==> src/inc/sre_pkg.sv <==
package sre_pkg;
    // register bus widths
    localparam int ADDR_W = 8;
    localparam int DATA_W = 8;
    localparam int NUM_REGS = 8;
    localparam int IDX_W = 3;
    // register offsets
    localparam logic [7:0] RECT1_RISE_TIME_HIGH = 8'h51;
    localparam logic [7:0] RECT1_RISE_SETTING = 8'h52;
    localparam logic [7:0] RECT1_FALL_TIME_HIGH = 8'h53;
    localparam logic [7:0] RECT1_FALL_SETTING = 8'h54;
    localparam logic [7:0] RECT2_RISE_TIME_HIGH = 8'h55;
    localparam logic [7:0] RECT2_RISE_SETTING = 8'h56;
    localparam logic [7:0] RECT2_FALL_TIME_HIGH = 8'h57;
    localparam logic [7:0] RECT2_FALL_SETTING = 8'h58;
    localparam logic [7:0] REG_BASE = RECT1_RISE_TIME_HIGH;
    localparam logic [7:0] REG_LAST = RECT2_FALL_SETTING;
    localparam logic [7:0] REG_RESET = 8'h00;
    localparam logic [7:0] UNMAPPED_READ = 8'h00;
    // setting register fields
    localparam int LSB_NIB_HI = 7;
    localparam int LSB_NIB_LO = 4;
    localparam int MOD_EN_BIT = 3;
    localparam int SIGN_BIT = 2;
    localparam int VSB_BIT = 1;
    localparam int SS_REPEAT_BIT = 1;
    localparam int SS_ON_BIT = 0;
    // edge timing
    localparam int TIME_W = 12;
    localparam int EDGES = 4;
    localparam int STEP_NS = 5;
    localparam int CLK_NS = 10;
    localparam logic [12:0] UNITS_PER_CLK = 13'(CLK_NS / STEP_NS);
    localparam logic [11:0] TIME_MAX = 12'hFFF;
    localparam logic [11:0] SS_STEP = 12'h010;
    // soft start states
    typedef enum logic [1:0] {SRE_SS_IDLE, SRE_SS_RAMP, SRE_SS_DONE} sre_ss_type;
endpackage

==> src/verilog/sre_regfile.sv <==
`timescale 1ns/100ps
module sre_regfile
(
    // clock and reset
    input wire logic core_clk_i,
    input wire logic rst_b_i,
    // access port
    input wire logic wr_en_i,
    input wire logic [sre_pkg::IDX_W-1:0] idx_i,
    input wire logic [sre_pkg::DATA_W-1:0] wr_data_i,
    output logic [sre_pkg::DATA_W-1:0] rd_data_o,
    // all contents
    output logic [sre_pkg::NUM_REGS*sre_pkg::DATA_W-1:0] contents_o
);
    import sre_pkg::*;

    logic [DATA_W-1:0] mem [NUM_REGS];
    logic [DATA_W-1:0] next_rd_data;

    // registered read port
    always_comb
    begin
        next_rd_data = mem[idx_i];
    end

    always_ff @(posedge core_clk_i or negedge rst_b_i)
    begin
        if (!rst_b_i)
            rd_data_o <= REG_RESET;
        else
            rd_data_o <= next_rd_data;
    end

    // one storage byte per register
    genvar g;
    generate
        for (g = 0; g < NUM_REGS; g++)
        begin : g_byte
            always_ff @(posedge core_clk_i or negedge rst_b_i)
            begin
                if (!rst_b_i)
                    mem[g] <= REG_RESET;
                else if (wr_en_i && idx_i == IDX_W'(g))
                    mem[g] <= wr_data_i;
            end
            assign contents_o[g*DATA_W +: DATA_W] = mem[g];
        end
    endgenerate
endmodule // sre_regfile

==> src/verilog/sre_edge_timing.sv <==
`timescale 1ns/100ps
module sre_edge_timing
(
    // clock and reset
    input wire logic core_clk_i,
    input wire logic rst_b_i,
    // register port
    input wire logic reg_wr_i,
    input wire logic reg_rd_i,
    input wire logic [sre_pkg::ADDR_W-1:0] reg_addr_i,
    input wire logic [sre_pkg::DATA_W-1:0] reg_wr_data_i,
    output logic [sre_pkg::DATA_W-1:0] reg_rd_data_o,
    output logic reg_rd_valid_o,
    // control loop
    input wire logic period_start_i,
    input wire logic [sre_pkg::TIME_W-1:0] loop_mod_i,
    input wire logic signed [sre_pkg::TIME_W-1:0] vsb_adjust_i,
    input wire logic rect_enable_i,
    // drives
    output logic rectifier_drive_one_o,
    output logic rectifier_drive_two_o,
    output logic softstart_busy_o
);
    import sre_pkg::*;

    // address decode
    logic hit;
    logic [7:0] offs;
    logic [IDX_W-1:0] idx;
    logic [NUM_REGS*DATA_W-1:0] contents;
    logic [DATA_W-1:0] mem_rd;
    logic rd_pend;
    logic rd_hit_pend;
    logic next_rd_pend;
    logic next_rd_hit_pend;
    logic [DATA_W-1:0] next_rd_data;
    logic next_rd_valid;

    always_comb
    begin
        hit = (reg_addr_i >= REG_BASE) && (reg_addr_i <= REG_LAST);
        offs = reg_addr_i - REG_BASE;
        idx = offs[IDX_W-1:0];
    end

    sre_regfile u_regs
    (
        .core_clk_i(core_clk_i),
        .rst_b_i(rst_b_i),
        .wr_en_i(reg_wr_i && hit),
        .idx_i(idx),
        .wr_data_i(reg_wr_data_i),
        .rd_data_o(mem_rd),
        .contents_o(contents)
    );

    // read answer two cycles after the request, unmapped reads give zero
    always_comb
    begin
        next_rd_pend = reg_rd_i;
        next_rd_hit_pend = reg_rd_i && hit;
        next_rd_valid = rd_pend;
        next_rd_data = rd_pend ? (rd_hit_pend ? mem_rd : UNMAPPED_READ) : reg_rd_data_o;
    end

    always_ff @(posedge core_clk_i or negedge rst_b_i)
    begin
        if (!rst_b_i)
        begin
            rd_pend <= 1'b0;
            rd_hit_pend <= 1'b0;
            reg_rd_valid_o <= 1'b0;
            reg_rd_data_o <= UNMAPPED_READ;
        end
        else
        begin
            rd_pend <= next_rd_pend;
            rd_hit_pend <= next_rd_hit_pend;
            reg_rd_valid_o <= next_rd_valid;
            reg_rd_data_o <= next_rd_data;
        end
    end

    // control bits of the setting registers
    logic [DATA_W-1:0] r1_rise_set;
    logic [DATA_W-1:0] r1_fall_set;
    logic volt_second_balance_rect;
    logic rect_softstart_repeat;
    logic rect_softstart_on;

    always_comb
    begin
        r1_rise_set = contents[(RECT1_RISE_SETTING - REG_BASE)*DATA_W +: DATA_W];
        r1_fall_set = contents[(RECT1_FALL_SETTING - REG_BASE)*DATA_W +: DATA_W];
        volt_second_balance_rect = r1_rise_set[VSB_BIT];
        rect_softstart_repeat = r1_fall_set[SS_REPEAT_BIT];
        rect_softstart_on = r1_fall_set[SS_ON_BIT];
    end

    // per-edge time: edge 0/1 rect one rise/fall, edge 2/3 rect two rise/fall
    logic [TIME_W-1:0] edge_time [EDGES];
    logic [TIME_W-1:0] edge_live [EDGES];
    logic [TIME_W-1:0] next_edge_time [EDGES];

    genvar e;
    generate
        for (e = 0; e < EDGES; e++)
        begin : g_edge
            logic [DATA_W-1:0] msb_reg;
            logic [DATA_W-1:0] set_reg;
            logic [TIME_W-1:0] base;
            logic signed [TIME_W+2:0] sum;

            always_comb
            begin
                msb_reg = contents[(2*e)*DATA_W +: DATA_W];
                set_reg = contents[(2*e+1)*DATA_W +: DATA_W];
                // 8 MSBs from timing register, 4 LSBs from setting nibble
                base = {msb_reg, set_reg[LSB_NIB_HI:LSB_NIB_LO]};
                sum = $signed({3'b000, base});
                if (set_reg[MOD_EN_BIT])
                begin
                    if (set_reg[SIGN_BIT])
                        sum = sum + $signed({3'b000, loop_mod_i});
                    else
                        sum = sum - $signed({3'b000, loop_mod_i});
                end
                if (volt_second_balance_rect && (e % 2 == 0))
                    sum = sum + (TIME_W+3)'(vsb_adjust_i);
                if (sum < 0)
                    edge_live[e] = '0;
                else if (sum > $signed({3'b000, TIME_MAX}))
                    edge_live[e] = TIME_MAX;
                else
                    edge_live[e] = sum[TIME_W-1:0];
                next_edge_time[e] = period_start_i ? edge_live[e] : edge_time[e];
            end

            always_ff @(posedge core_clk_i or negedge rst_b_i)
            begin
                if (!rst_b_i)
                    edge_time[e] <= '0;
                else
                    edge_time[e] <= next_edge_time[e];
            end
        end
    endgenerate

    // position within the period in 5 ns units, two units per clock
    logic [TIME_W:0] pos;
    logic [TIME_W:0] next_pos;

    always_comb
    begin
        if (period_start_i)
            next_pos = '0;
        else if (pos[TIME_W])
            next_pos = pos;
        else
            next_pos = pos + UNITS_PER_CLK;
    end

    always_ff @(posedge core_clk_i or negedge rst_b_i)
    begin
        if (!rst_b_i)
            pos <= {1'b1, {TIME_W{1'b0}}};
        else
            pos <= next_pos;
    end

    // soft start: on-time limit grows by one step per period
    sre_ss_type ss_state;
    sre_ss_type next_ss_state;
    logic [TIME_W-1:0] ss_width;
    logic [TIME_W-1:0] next_ss_width;
    logic ss_once;
    logic next_ss_once;
    logic en_d;
    logic en_rise;

    always_comb
    begin
        en_rise = rect_enable_i && !en_d;
        next_ss_state = ss_state;
        next_ss_width = ss_width;
        next_ss_once = ss_once;
        case (ss_state)
            SRE_SS_IDLE:
            begin
                if (en_rise)
                begin
                    // with soft start on, ramp on first enable, or on each one when repeat is set
                    if (rect_softstart_on && (rect_softstart_repeat || !ss_once))
                    begin
                        next_ss_state = SRE_SS_RAMP;
                        next_ss_width = '0;
                        next_ss_once = 1'b1;
                    end
                    else
                        next_ss_state = SRE_SS_DONE;
                end
            end
            SRE_SS_RAMP:
            begin
                if (!rect_enable_i)
                    next_ss_state = SRE_SS_IDLE;
                else if (period_start_i)
                begin
                    if (ss_width > TIME_MAX - SS_STEP)
                    begin
                        next_ss_width = TIME_MAX;
                        next_ss_state = SRE_SS_DONE;
                    end
                    else
                        next_ss_width = ss_width + SS_STEP;
                end
            end
            SRE_SS_DONE:
            begin
                if (!rect_enable_i)
                    next_ss_state = SRE_SS_IDLE;
            end
            default:
                next_ss_state = SRE_SS_IDLE;
        endcase
    end

    always_ff @(posedge core_clk_i or negedge rst_b_i)
    begin
        if (!rst_b_i)
        begin
            ss_state <= SRE_SS_IDLE;
            ss_width <= '0;
            ss_once <= 1'b0;
            en_d <= 1'b0;
        end
        else
        begin
            ss_state <= next_ss_state;
            ss_width <= next_ss_width;
            ss_once <= next_ss_once;
            en_d <= rect_enable_i;
        end
    end

    // drive generation, falling edge cut short during a ramp
    logic [TIME_W:0] fall_lim [2];
    logic next_drive [2];
    logic drive [2];
    logic next_busy;

    genvar d;
    generate
        for (d = 0; d < 2; d++)
        begin : g_drive
            logic [TIME_W:0] ramp_fall;

            always_comb
            begin
                ramp_fall = {1'b0, edge_time[2*d]} + {1'b0, ss_width};
                if (ss_state == SRE_SS_RAMP && ramp_fall < {1'b0, edge_time[2*d+1]})
                    fall_lim[d] = ramp_fall;
                else
                    fall_lim[d] = {1'b0, edge_time[2*d+1]};
                next_drive[d] = rect_enable_i && (ss_state != SRE_SS_IDLE) && !period_start_i
                    && (pos >= {1'b0, edge_time[2*d]}) && (pos < fall_lim[d]);
            end

            always_ff @(posedge core_clk_i or negedge rst_b_i)
            begin
                if (!rst_b_i)
                    drive[d] <= 1'b0;
                else
                    drive[d] <= next_drive[d];
            end
        end
    endgenerate

    always_comb
    begin
        next_busy = (next_ss_state == SRE_SS_RAMP);
    end

    always_ff @(posedge core_clk_i or negedge rst_b_i)
    begin
        if (!rst_b_i)
            softstart_busy_o <= 1'b0;
        else
            softstart_busy_o <= next_busy;
    end

    // outputs straight from flops
    assign rectifier_drive_one_o = drive[0];
    assign rectifier_drive_two_o = drive[1];
endmodule // sre_edge_timing

==> config.mk <==
export PLATFORM = sky130hd
export DESIGN_NAME = sre_edge_timing
export DESIGN_NICKNAME = d
export VERILOG_FILES = /design/src/inc/sre_pkg.sv /design/src/verilog/sre_regfile.sv /design/src/verilog/sre_edge_timing.sv
export SDC_FILE = /design/constraint.sdc
export NUM_CORES = 1
export LEC_CHECK = 0
export BUFFER_PORTS_ARGS = -buffer_cell sky130_fd_sc_hd__buf_2
export CAP_MARGIN = 20
export CORE_ASPECT_RATIO = 0.5
export CORE_MARGIN = 4
export CORE_UTILIZATION = 54
export DETAILED_ROUTE_END_ITERATION = 10
export HOLD_SLACK_MARGIN = 0.1
export PLACE_DENSITY = 0.83
export SLEW_MARGIN = 40
export SYNTH_ARGS = -nofsm -noshare
export SYNTH_HDL_FRONTEND = slang
export SYNTH_HIERARCHICAL = 1
export SYNTH_SLANG_ARGS = --single-unit
==> constraint.sdc <==
create_clock -name core_clk_i -period 5.6 [get_ports core_clk_i]
set_input_delay 0.56 -clock core_clk_i [delete_from_list [all_inputs] [get_ports core_clk_i]]
set_output_delay 0.56 -clock core_clk_i [all_outputs]
set_load 0.02 [all_outputs]
# Word-level counts from Yosys, hierarchy flattened
# Cells that the tools add are included.
# word_totals
register_bits,163
input_bits,46
output_inout_bits,12
elab_cells,145
# classes
addsub,15
magnitude_cmp,18
n_eq_ne,15
muxes,39
n_bitwise,1
n_reduce_logical,31
# op_table
operator,count
12-bit 2-to-1 mux,13
15-bit 2-to-1 mux,10
12-bit by 12-bit adder with 13-bit output,6
"15-bit by 13-bit > comparator with 1-bit output, second input constant",4
"15-bit by 1-bit less-than comparator with 1-bit output, second input constant",4
13-bit 2-to-1 mux,4
12-bit by 12-bit subtractor with 13-bit output,4
15-bit by 12-bit adder with 15-bit output,2
13-bit by 12-bit >= comparator with 1-bit output,2
13-bit by 12-bit less-than comparator with 1-bit output,2
13-bit less-than comparator,2
8-bit binary-select mux with 3-bit select,1
8-bit 2-to-1 mux,3
12-bit one-hot mux with 2 select lines,1
1-bit logical AND,21
"13-bit by 2-bit adder with 13-bit output, second input constant",1
"12-bit by 5-bit adder with 12-bit output, second input constant",1
"3-bit == test, second input constant",4
"12-bit > comparator, second input constant",1
2-bit 2-to-1 mux,6
"2-bit != test, second input constant",5
"8-bit by 7-bit >= comparator with 1-bit output, second input constant",1
"8-bit by 7-bit <= comparator with 1-bit output, second input constant",1
"3-bit by 2-bit == test with 1-bit output, second input constant",2
other kinds (14),18

# Longest topological paths before layout
# Gate-level depths: netlist of the first run.
# logic_depth
depth_word,8
depth_mapped,26
mapped_depth_nobuf,25

# Hierarchy
# Netlist of the first run, hierarchy kept.
# by_module_without_submodules
mod,n_inst,cells_each,area_each_um2,seq_area_each_um2
sre_edge_timing,1,1578,12568.3,2178.3
sre_regfile,1,221,3291.9,1801.7

# Worst setup path before layout of the first run
# OpenSTA, ideal clock, no wires.
# synth_path
path_type,reg-to-reg
startpoint,reg ss_width[2]
endpoint,"reg drive, in the netlist rectifier_drive_one_o"
setup_ns,0.083
arrival_ns,4.662
required_ns,5.517
setup_slack_ns,0.856
path_stages_with_launch,26
path_buffers,1
synth_period_minus_slack_ns,4.744
path_cell_list,dfrtp_1 ha_1 inv_1 fa_1 nor2b_1 o21ai_0 a21boi_0 o311ai_0 a21oi_1 o21a_1 nor2_1 xnor2_1 ha_1 a21o_1 a221oi_1 o211ai_2 buf_4 mux2i_1 ha_1 a21o_1 a21o_1 a21oi_1 o211ai_1 a31oi_1 nand2_1 o21ai_0
# synth_rtl
item,line_no,text
start: declaration,sre_edge_timing.sv:174,logic [TIME_W-1:0] ss_width;
start signal: assignment,sre_edge_timing.sv:240,ss_width <= next_ss_width;
end signal: indexed assignment,sre_edge_timing.sv:274,drive[d] <= next_drive[d];
end: declaration,sre_edge_timing.sv:249,logic drive [2];

==> impl_metrics.csv, run 1 <==
group,metric,value,unit
clock_network,cts.sinks,159,
timing,finClkSkew,11.7,ps
floorplanning,core_region_area,0.0290,mm²
yosys,synth_seq_cells,159,
yosys,synthFlopType,"dfrtp_1",
worst_setup_path,cp_max_fo,7,
route,vias,14183,
route,first_pass_iters,6,
yosys,synthCells,1799,
grt,antenna_found_initial,1,
route,wl_per_cell,20.9,µm
yosys,synth.largest_area_cell,"dfrtp_1",
yosys,synthAdderAreaFrac,19.2,%
yosys,synth_edf_count,0,
yosys,yosys-top-cells-count,"224 x ha_1, 158 x dfrtp_1, 152 x nor2_1, 144 x inv_1, 130 x a21oi_1",
yosys,synth_top_family_by_area,"compound AO/OA/AOI/OAI gates",
yosys,synth_area_leaders,"dfrtp_1 25%, ha_1 18%, mux2_2 5.3%",
run,cap_violations,0,
clock_network,clk_latency,460,ps
yosys,synth_compound_area_share,22.0,%
placed_design,hpwl,35600,µm
run_status,status,"complete, no violations",
timing,relSlewSlack,40.0,%
floorplanning,die_h,129,µm
finish,antenna_cells,0,
route,avgViaCountPerCell,6.34,
placed_design,io_buffers,57,
placed_design,gp_congestion,1.04,
pwr,p_leak,8.26,nW
finish,fin_nets,2116,
pwr,powerDensity,248,mW/mm²
timing,period_share,95.3,%
grt,top_usage_layer,"met2",
yosys,ys_seq_area_share,25.1,%
yosys,synthArstFlopShare,100,%
timing,holdWs,216,ps
grt,grt_pass1_vias,13335,
timing,tightest_slew,889,ps
worst_setup_path,arrival,5690,ps
yosys,synthSimpleGateAreaFrac,15.1,%
yosys,synth_xor_area_share,4.31,%
worst_setup_path,cp.required,5960,ps
timing,setup_tns,0,ps
timing,finalMaxSlewViolations,0,
route,ant_nets,0,
grt,grt.met2_usage,45.7,%
grt,grtUsageMet1,37.5,%
worst_setup_path,startpoint_type,"flip-flop",
floorplanning,io_pins,58,
clock_network,cts_max_level,4,
yosys,yosysUniqueCellTypes,96,
yosys,yosysTopAreaCellShare,24.9,%
grt,gr-total-overflow,0,
grt,grt_util_met3,6.44,%
yosys,synth_warnings,6,
grt,grt_max_degree,100,
timing,hold_violations,0,
yosys,syn_area,0.0159,mm²
min_path,hold_path.class,"in2reg",
worst_setup_path,critPathCaptureType,"flip-flop",
route,drc,0,
pwr,peakVddDrop,247,µV
grt,grt_usage,28.6,%
clock_network,path_clk_slew,70,ps
worst_setup_path,crit_type,"reg2reg",
clock_network,cts-buffers-inserted,17,
timing,layout_min_cycle_time,5330,ps
yosys,yosysMostFrequentCell,"ha_1",
clock_network,clk_path_buf_depth,2,
floorplanning,die_w,250,µm
timing,rsz0062_at_grt,"no",
finish,drive_above_1_share,12.7,%
route,drt_wl_total,46700,µm
yosys,muxShareOfSynthArea,8.89,%
finish,area_growth,8.33,%
timing,max_freq,187,MHz
route,drt-initial-drc-count,1198,
pwr,p_total,0.00426,W
floorplanning,fp-row-count,44,
grt,grt_pass1_wl,72500,µm
clock_network,cts_root_buffer,"clkbuf_16",
yosys,syn_area_per_cell,8.82,µm²
clock_network,cts_tree,"yes",
timing,setup_violations,0,
floorplanning,die-area,0.0323,mm²
floorplanning,start_util,54.8,%
-- worst paths after layout --
path	slack [ps]	depth (start not counted)	startpoint	endpoint
setup reg to reg	270	22	ss_width[2]$_DFFE_PN0P_	rectifier_drive_one_o$_DFF_PN0_
hold reg to reg	480	2	ss_once$_DFFE_PN0P_	ss_once$_DFFE_PN0P_
hold / removal	220	1	reg_rd_i	next_rd_valid$_DFF_PN0_
max in group asynchronous	3950	4	rst_b_i	reg_rd_data_o[1]$_DFFE_PN0P_
setup / recovery	270	22	ss_width[2]$_DFFE_PN0P_	rectifier_drive_one_o$_DFF_PN0_
min in group asynchronous	540	2	rst_b_i	pos[7]$_DFFE_PN0P_
-- area by class of cell --
type / count / area (µm²)
clock buffers: 23 / 498
fillers: 2525 / 11800
multi-input cells: 1433 / 11100
inverters: 144 / 541
clock inverters: 9 / 130
flip-flops and latches: 159 / 3990
well taps: 391 / 489
repair buffers: 79 / 480
-- cells by family after synthesis --
| logic type | after synthesis |
|---|---|
| XOR/XNOR | 78 |
| multiplexers | 125 |
| AND/OR/NAND/NOR | 468 |
| other | 1 |
| buffers and inverters | 208 |
| flip-flops | 159 |
| AO/OA/AOI/OAI | 524 |
| adder cells (fa/ha/maj) | 236 |
-- per-layer routing --
layer  part of all wire, %  routed length [µm]  vias up
met5                     0                   0        -
met4                   4.5                2100        0
met3                   7.9                3700      140
met2                    44               20700      571
met1                    43               20200     6813
li1                      -                   -     6659
-- sequential cells by signal, summed over array words and instances (netlist names), 2 cells and up --
signal	flops
reg_rd_data_o	8
u_regs/contents_o	64
u_regs/rd_data_o	8
pos	12
ss_width	9
edge_time	48
ss_state	2
-- worst max-delay path: stages, from the launching register on --
cell      delay [ps]
dfrtp_2          470
buf_2            180
ha_1             320
a21oi_1          260
o21ai_0          170
a41oi_2          260
nor2b_1           70
o21a_1           190
o41a_1           320
xor2_1           170
ha_1             190
or3_1            340
a221oi_1         300
o211ai_2         290
mux2i_1          190
ha_1             320
a21o_1           170
a21o_1           170
a21oi_1          220
o211ai_1         120
a31oi_1          230
nand2_1           90
o21ai_0          200
-- power breakdown --
part           internal (W)  switching (W)
logic              0.000678       0.000919
clock network      0.000759       0.000490
registers           0.00125       0.000158
total               0.00269        0.00157
-- layout by cell type (no fill, tap or decap), drive strengths merged, types with 16 or more instances in the layout --
master  count
mux2i      40
clkbuf     23
nand2b     36
nor2b      37
o22ai      37
a211oi     37
dfrtp     158
nor2      156
inv       143
o21ai     114
a21o       25
nor3       30
xnor2      58
nand4      16
ha        224
xor2       20
o21a       20
nand2      79
mux2       83
a21oi     131
nand3      32
buf        78
-- stage by stage --
step,area (µm²),std cells,util [%],worst slack (ps)
floorplan,15900,1800,-,856
global placement,16500,2200,56.8,389
detailed placement,16500,2200,56.8,253
CTS,17100,2232,59.0,126
global route,17200,2238,59.3,47.9
finish,17200,2238,59.3,265
-- timing repair --
item,4_1_cts,5_1_grt
hold buffers,0,1
setup endpoints to repair,0,2
setup buffers,0,4
hold endpoints to repair,0,28
resized for setup,0,9
(Power assumes the default switching activity.)
==> run 2, diff against run 1 <==
Settings changed: RECOVER_POWER set to 25.
==> run 2 against run 1 <==
Net effect:
- the flow now finishes with violations (max-capacitance violations, max-slew violations)
- total power down 0.11%
- worst setup slack better by 11 ps
- combinational power about the same
- critical endpoint unchanged
- largest cell class unchanged
- largest power group unchanged
==> impl_metrics.csv, run 2 (synthesis gave the netlist of run 1 again) <==
group,metric,value,unit
finish,final_common_cell,"ha_1",
clock_network,cts-buffers-inserted,17,
finish,fin_area,0.0171,mm²
route,avgViaCountPerCell,6.31,
worst_setup_path,r2r-start,"ss_width[2]$_DFFE_PN0P_",
worst_setup_path,cp_max_fo,7,
timing,period_share,95.1,%
finish,largest_reg_flops,64,
grt,grt_max_degree,100,
finish,fin_nets,2116,
floorplanning,core_region_area,0.0290,mm²
timing,finalMaxSlewViolations,102,
timing,setup_violations,0,
clock_network,cts_max_level,4,
timing,holdWs,217,ps
worst_setup_path,max_stage_delay,470,ps
placed_design,pre_cts_slack,253,ps
placed_design,dpl.cell_count,2200,
clock_network,path_clk_slew,70,ps
timing,setup_ws,276,ps
timing,rsz0062_at_grt,"no",
route,first_pass_iters,6,
finish,final_cells,2238,
route,ant_nets,0,
clock_network,cts_tree,"yes",
grt,grt_usage,28.6,%
clock_network,clk_path_buf_depth,2,
floorplanning,die-area,0.0323,mm²
min_path,worstHoldEndpoint,"next_rd_valid$_DFF_PN0_",
finish,antenna_cells,0,
clock_network,cts.sinks,159,
grt,grt_pass1_wl,72500,µm
placed_design,io_buffers,57,
grt,antenna_found_initial,1,
floorplanning,io_pins,58,
min_path,min_from,"reg_rd_i",
worst_setup_path,crit_chain,"buf_2 > ha_1 > a21oi_1 > o21ai_0 > a41oi_2 > nor2b_1 > o21a_1 > o41a_1 > xor2_1 > ha_1 > or3_1 > a221oi_1 > o211ai_2 > mux2i_1 > ha_1 > a21o_1 > a21o_1 > a21oi_1 > o211ai_1 > a31oi_1 > nand2_1 > o21ai_0",
placed_design,place_area,0.0165,mm²
placed_design,hpwl,35600,µm
placed_design,gp_congestion,1.04,
timing,setup_tns,0,ps
clock_network,clk_latency,460,ps
timing,max_freq,188,MHz
finish,area_growth,8.11,%
worst_setup_path,reg2reg_depth,22,
min_path,hold_path.class,"in2reg",
timing,tightest_slew,1790,ps
finish,final_cell_mix,"224 x ha_1, 154 x dfrtp_1, 152 x nor2_1, 143 x inv_1, 128 x a21oi_1",
worst_setup_path,startpoint_type,"flip-flop",
worst_setup_path,arrival,5680,ps
route,drt_wl_total,46600,µm
run_status,status,"complete, but fails checks",
route,drc,0,
worst_setup_path,cp.required,5960,ps
worst_setup_path,reg2reg_slack,280,ps
worst_setup_path,crit_buf_inv,1,
min_path,whs_path_depth,1,
floorplanning,die_h,129,µm
pwr,powerDensity,248,mW/mm²
grt,grt_pass1_vias,13335,
clock_network,cts_root_buffer,"clkbuf_16",
run,cap_violations,2,
timing,hold_violations,0,
timing,finClkSkew,10.6,ps
worst_setup_path,critPathCaptureType,"flip-flop",
floorplanning,start_util,54.8,%
route,vias,14124,
grt,gr-total-overflow,0,
timing,relSlewSlack,-19.0,%
run_status,violations,"max-capacitance violations, max-slew violations",
worst_setup_path,path_delay_family,"compound AO/OA/AOI/OAI gates",
finish,drive_above_1_share,12.6,%
route,drt-initial-drc-count,1280,
floorplanning,fp-row-count,44,
timing,layout_min_cycle_time,5320,ps
worst_setup_path,crit_type,"reg2reg",
pwr,peakVddDrop,247,µV
worst_setup_path,crit_cells,22,
worst_setup_path,reg2reg_to,"rectifier_drive_one_o$_DFF_PN0_",
floorplanning,die_w,250,µm
pwr,p_leak,8.24,nW
route,wl_per_cell,20.8,µm
worst_setup_path,cpMaxStageDelayCell,"dfrtp_2",
worst_setup_path,critPathMostFrequentCell,"ha_1",
run 2: worst max-delay path by stage:
stage	start	endpoint	slack, ps
floorplan	ss_width[2]$_DFFE_PN0P_	rectifier_drive_one_o$_DFF_PN0_	860
global placement	ss_width[2]$_DFFE_PN0P_	rectifier_drive_two_o$_DFF_PN0_	390
detailed placement	ss_width[2]$_DFFE_PN0P_	rectifier_drive_one_o$_DFF_PN0_	250
CTS	ss_width[2]$_DFFE_PN0P_	rectifier_drive_one_o$_DFF_PN0_	130
global route	ss_width[2]$_DFFE_PN0P_	rectifier_drive_one_o$_DFF_PN0_	50
finish	ss_width[2]$_DFFE_PN0P_	rectifier_drive_one_o$_DFF_PN0_	280
run 2: timing repair:
action | in CTS | in global routing
endpoints found under the hold margin | 0 | 28
buffers inserted | 0 | 4
endpoints found under the setup margin | 0 | 2
gates resized for setup | 0 | 9
hold buffers | 0 | 1
run 2: per-stage QoR:
step | util (%) | power [W]
floorplan | - | 0.00252
global placement | 56.8 | 0.00292
detailed placement | 56.8 | 0.00296
CTS | 59.0 | 0.00422
global route | 59.2 | 0.00451
finish | 59.2 | 0.00425
run 2: final cells by class:
cell class,count,area (µm²)
Clock buffer,23,498
Clock inverter,9,130
Fill cell,2527,11800
Inverter,144,541
Multi-Input combinational cell,1433,11100
Sequential cell,159,3990
Tap cell,391,489
Timing Repair Buffer,79,445
run 2: power by group:
part / internal [W] / total [W] / switching (W)
sequential: 0.00125 / 0.00141 / 0.000158
clock: 0.000759 / 0.00125 / 0.000490
combinational: 0.000676 / 0.00159 / 0.000917
run 2: layer usage:
metal | vias to the layer above | routed length, µm | track usage [%] | part of all wire (%)
li1 | 6664 | - | - | -
met1 | 6768 | 19900 | 37.5 | 43
met2 | 556 | 20700 | 45.7 | 45
met3 | 136 | 3890 | 6.44 | 8.3
met4 | 0 | 2010 | 13.1 | 4.3
met5 | - | 0 | 0 | 0
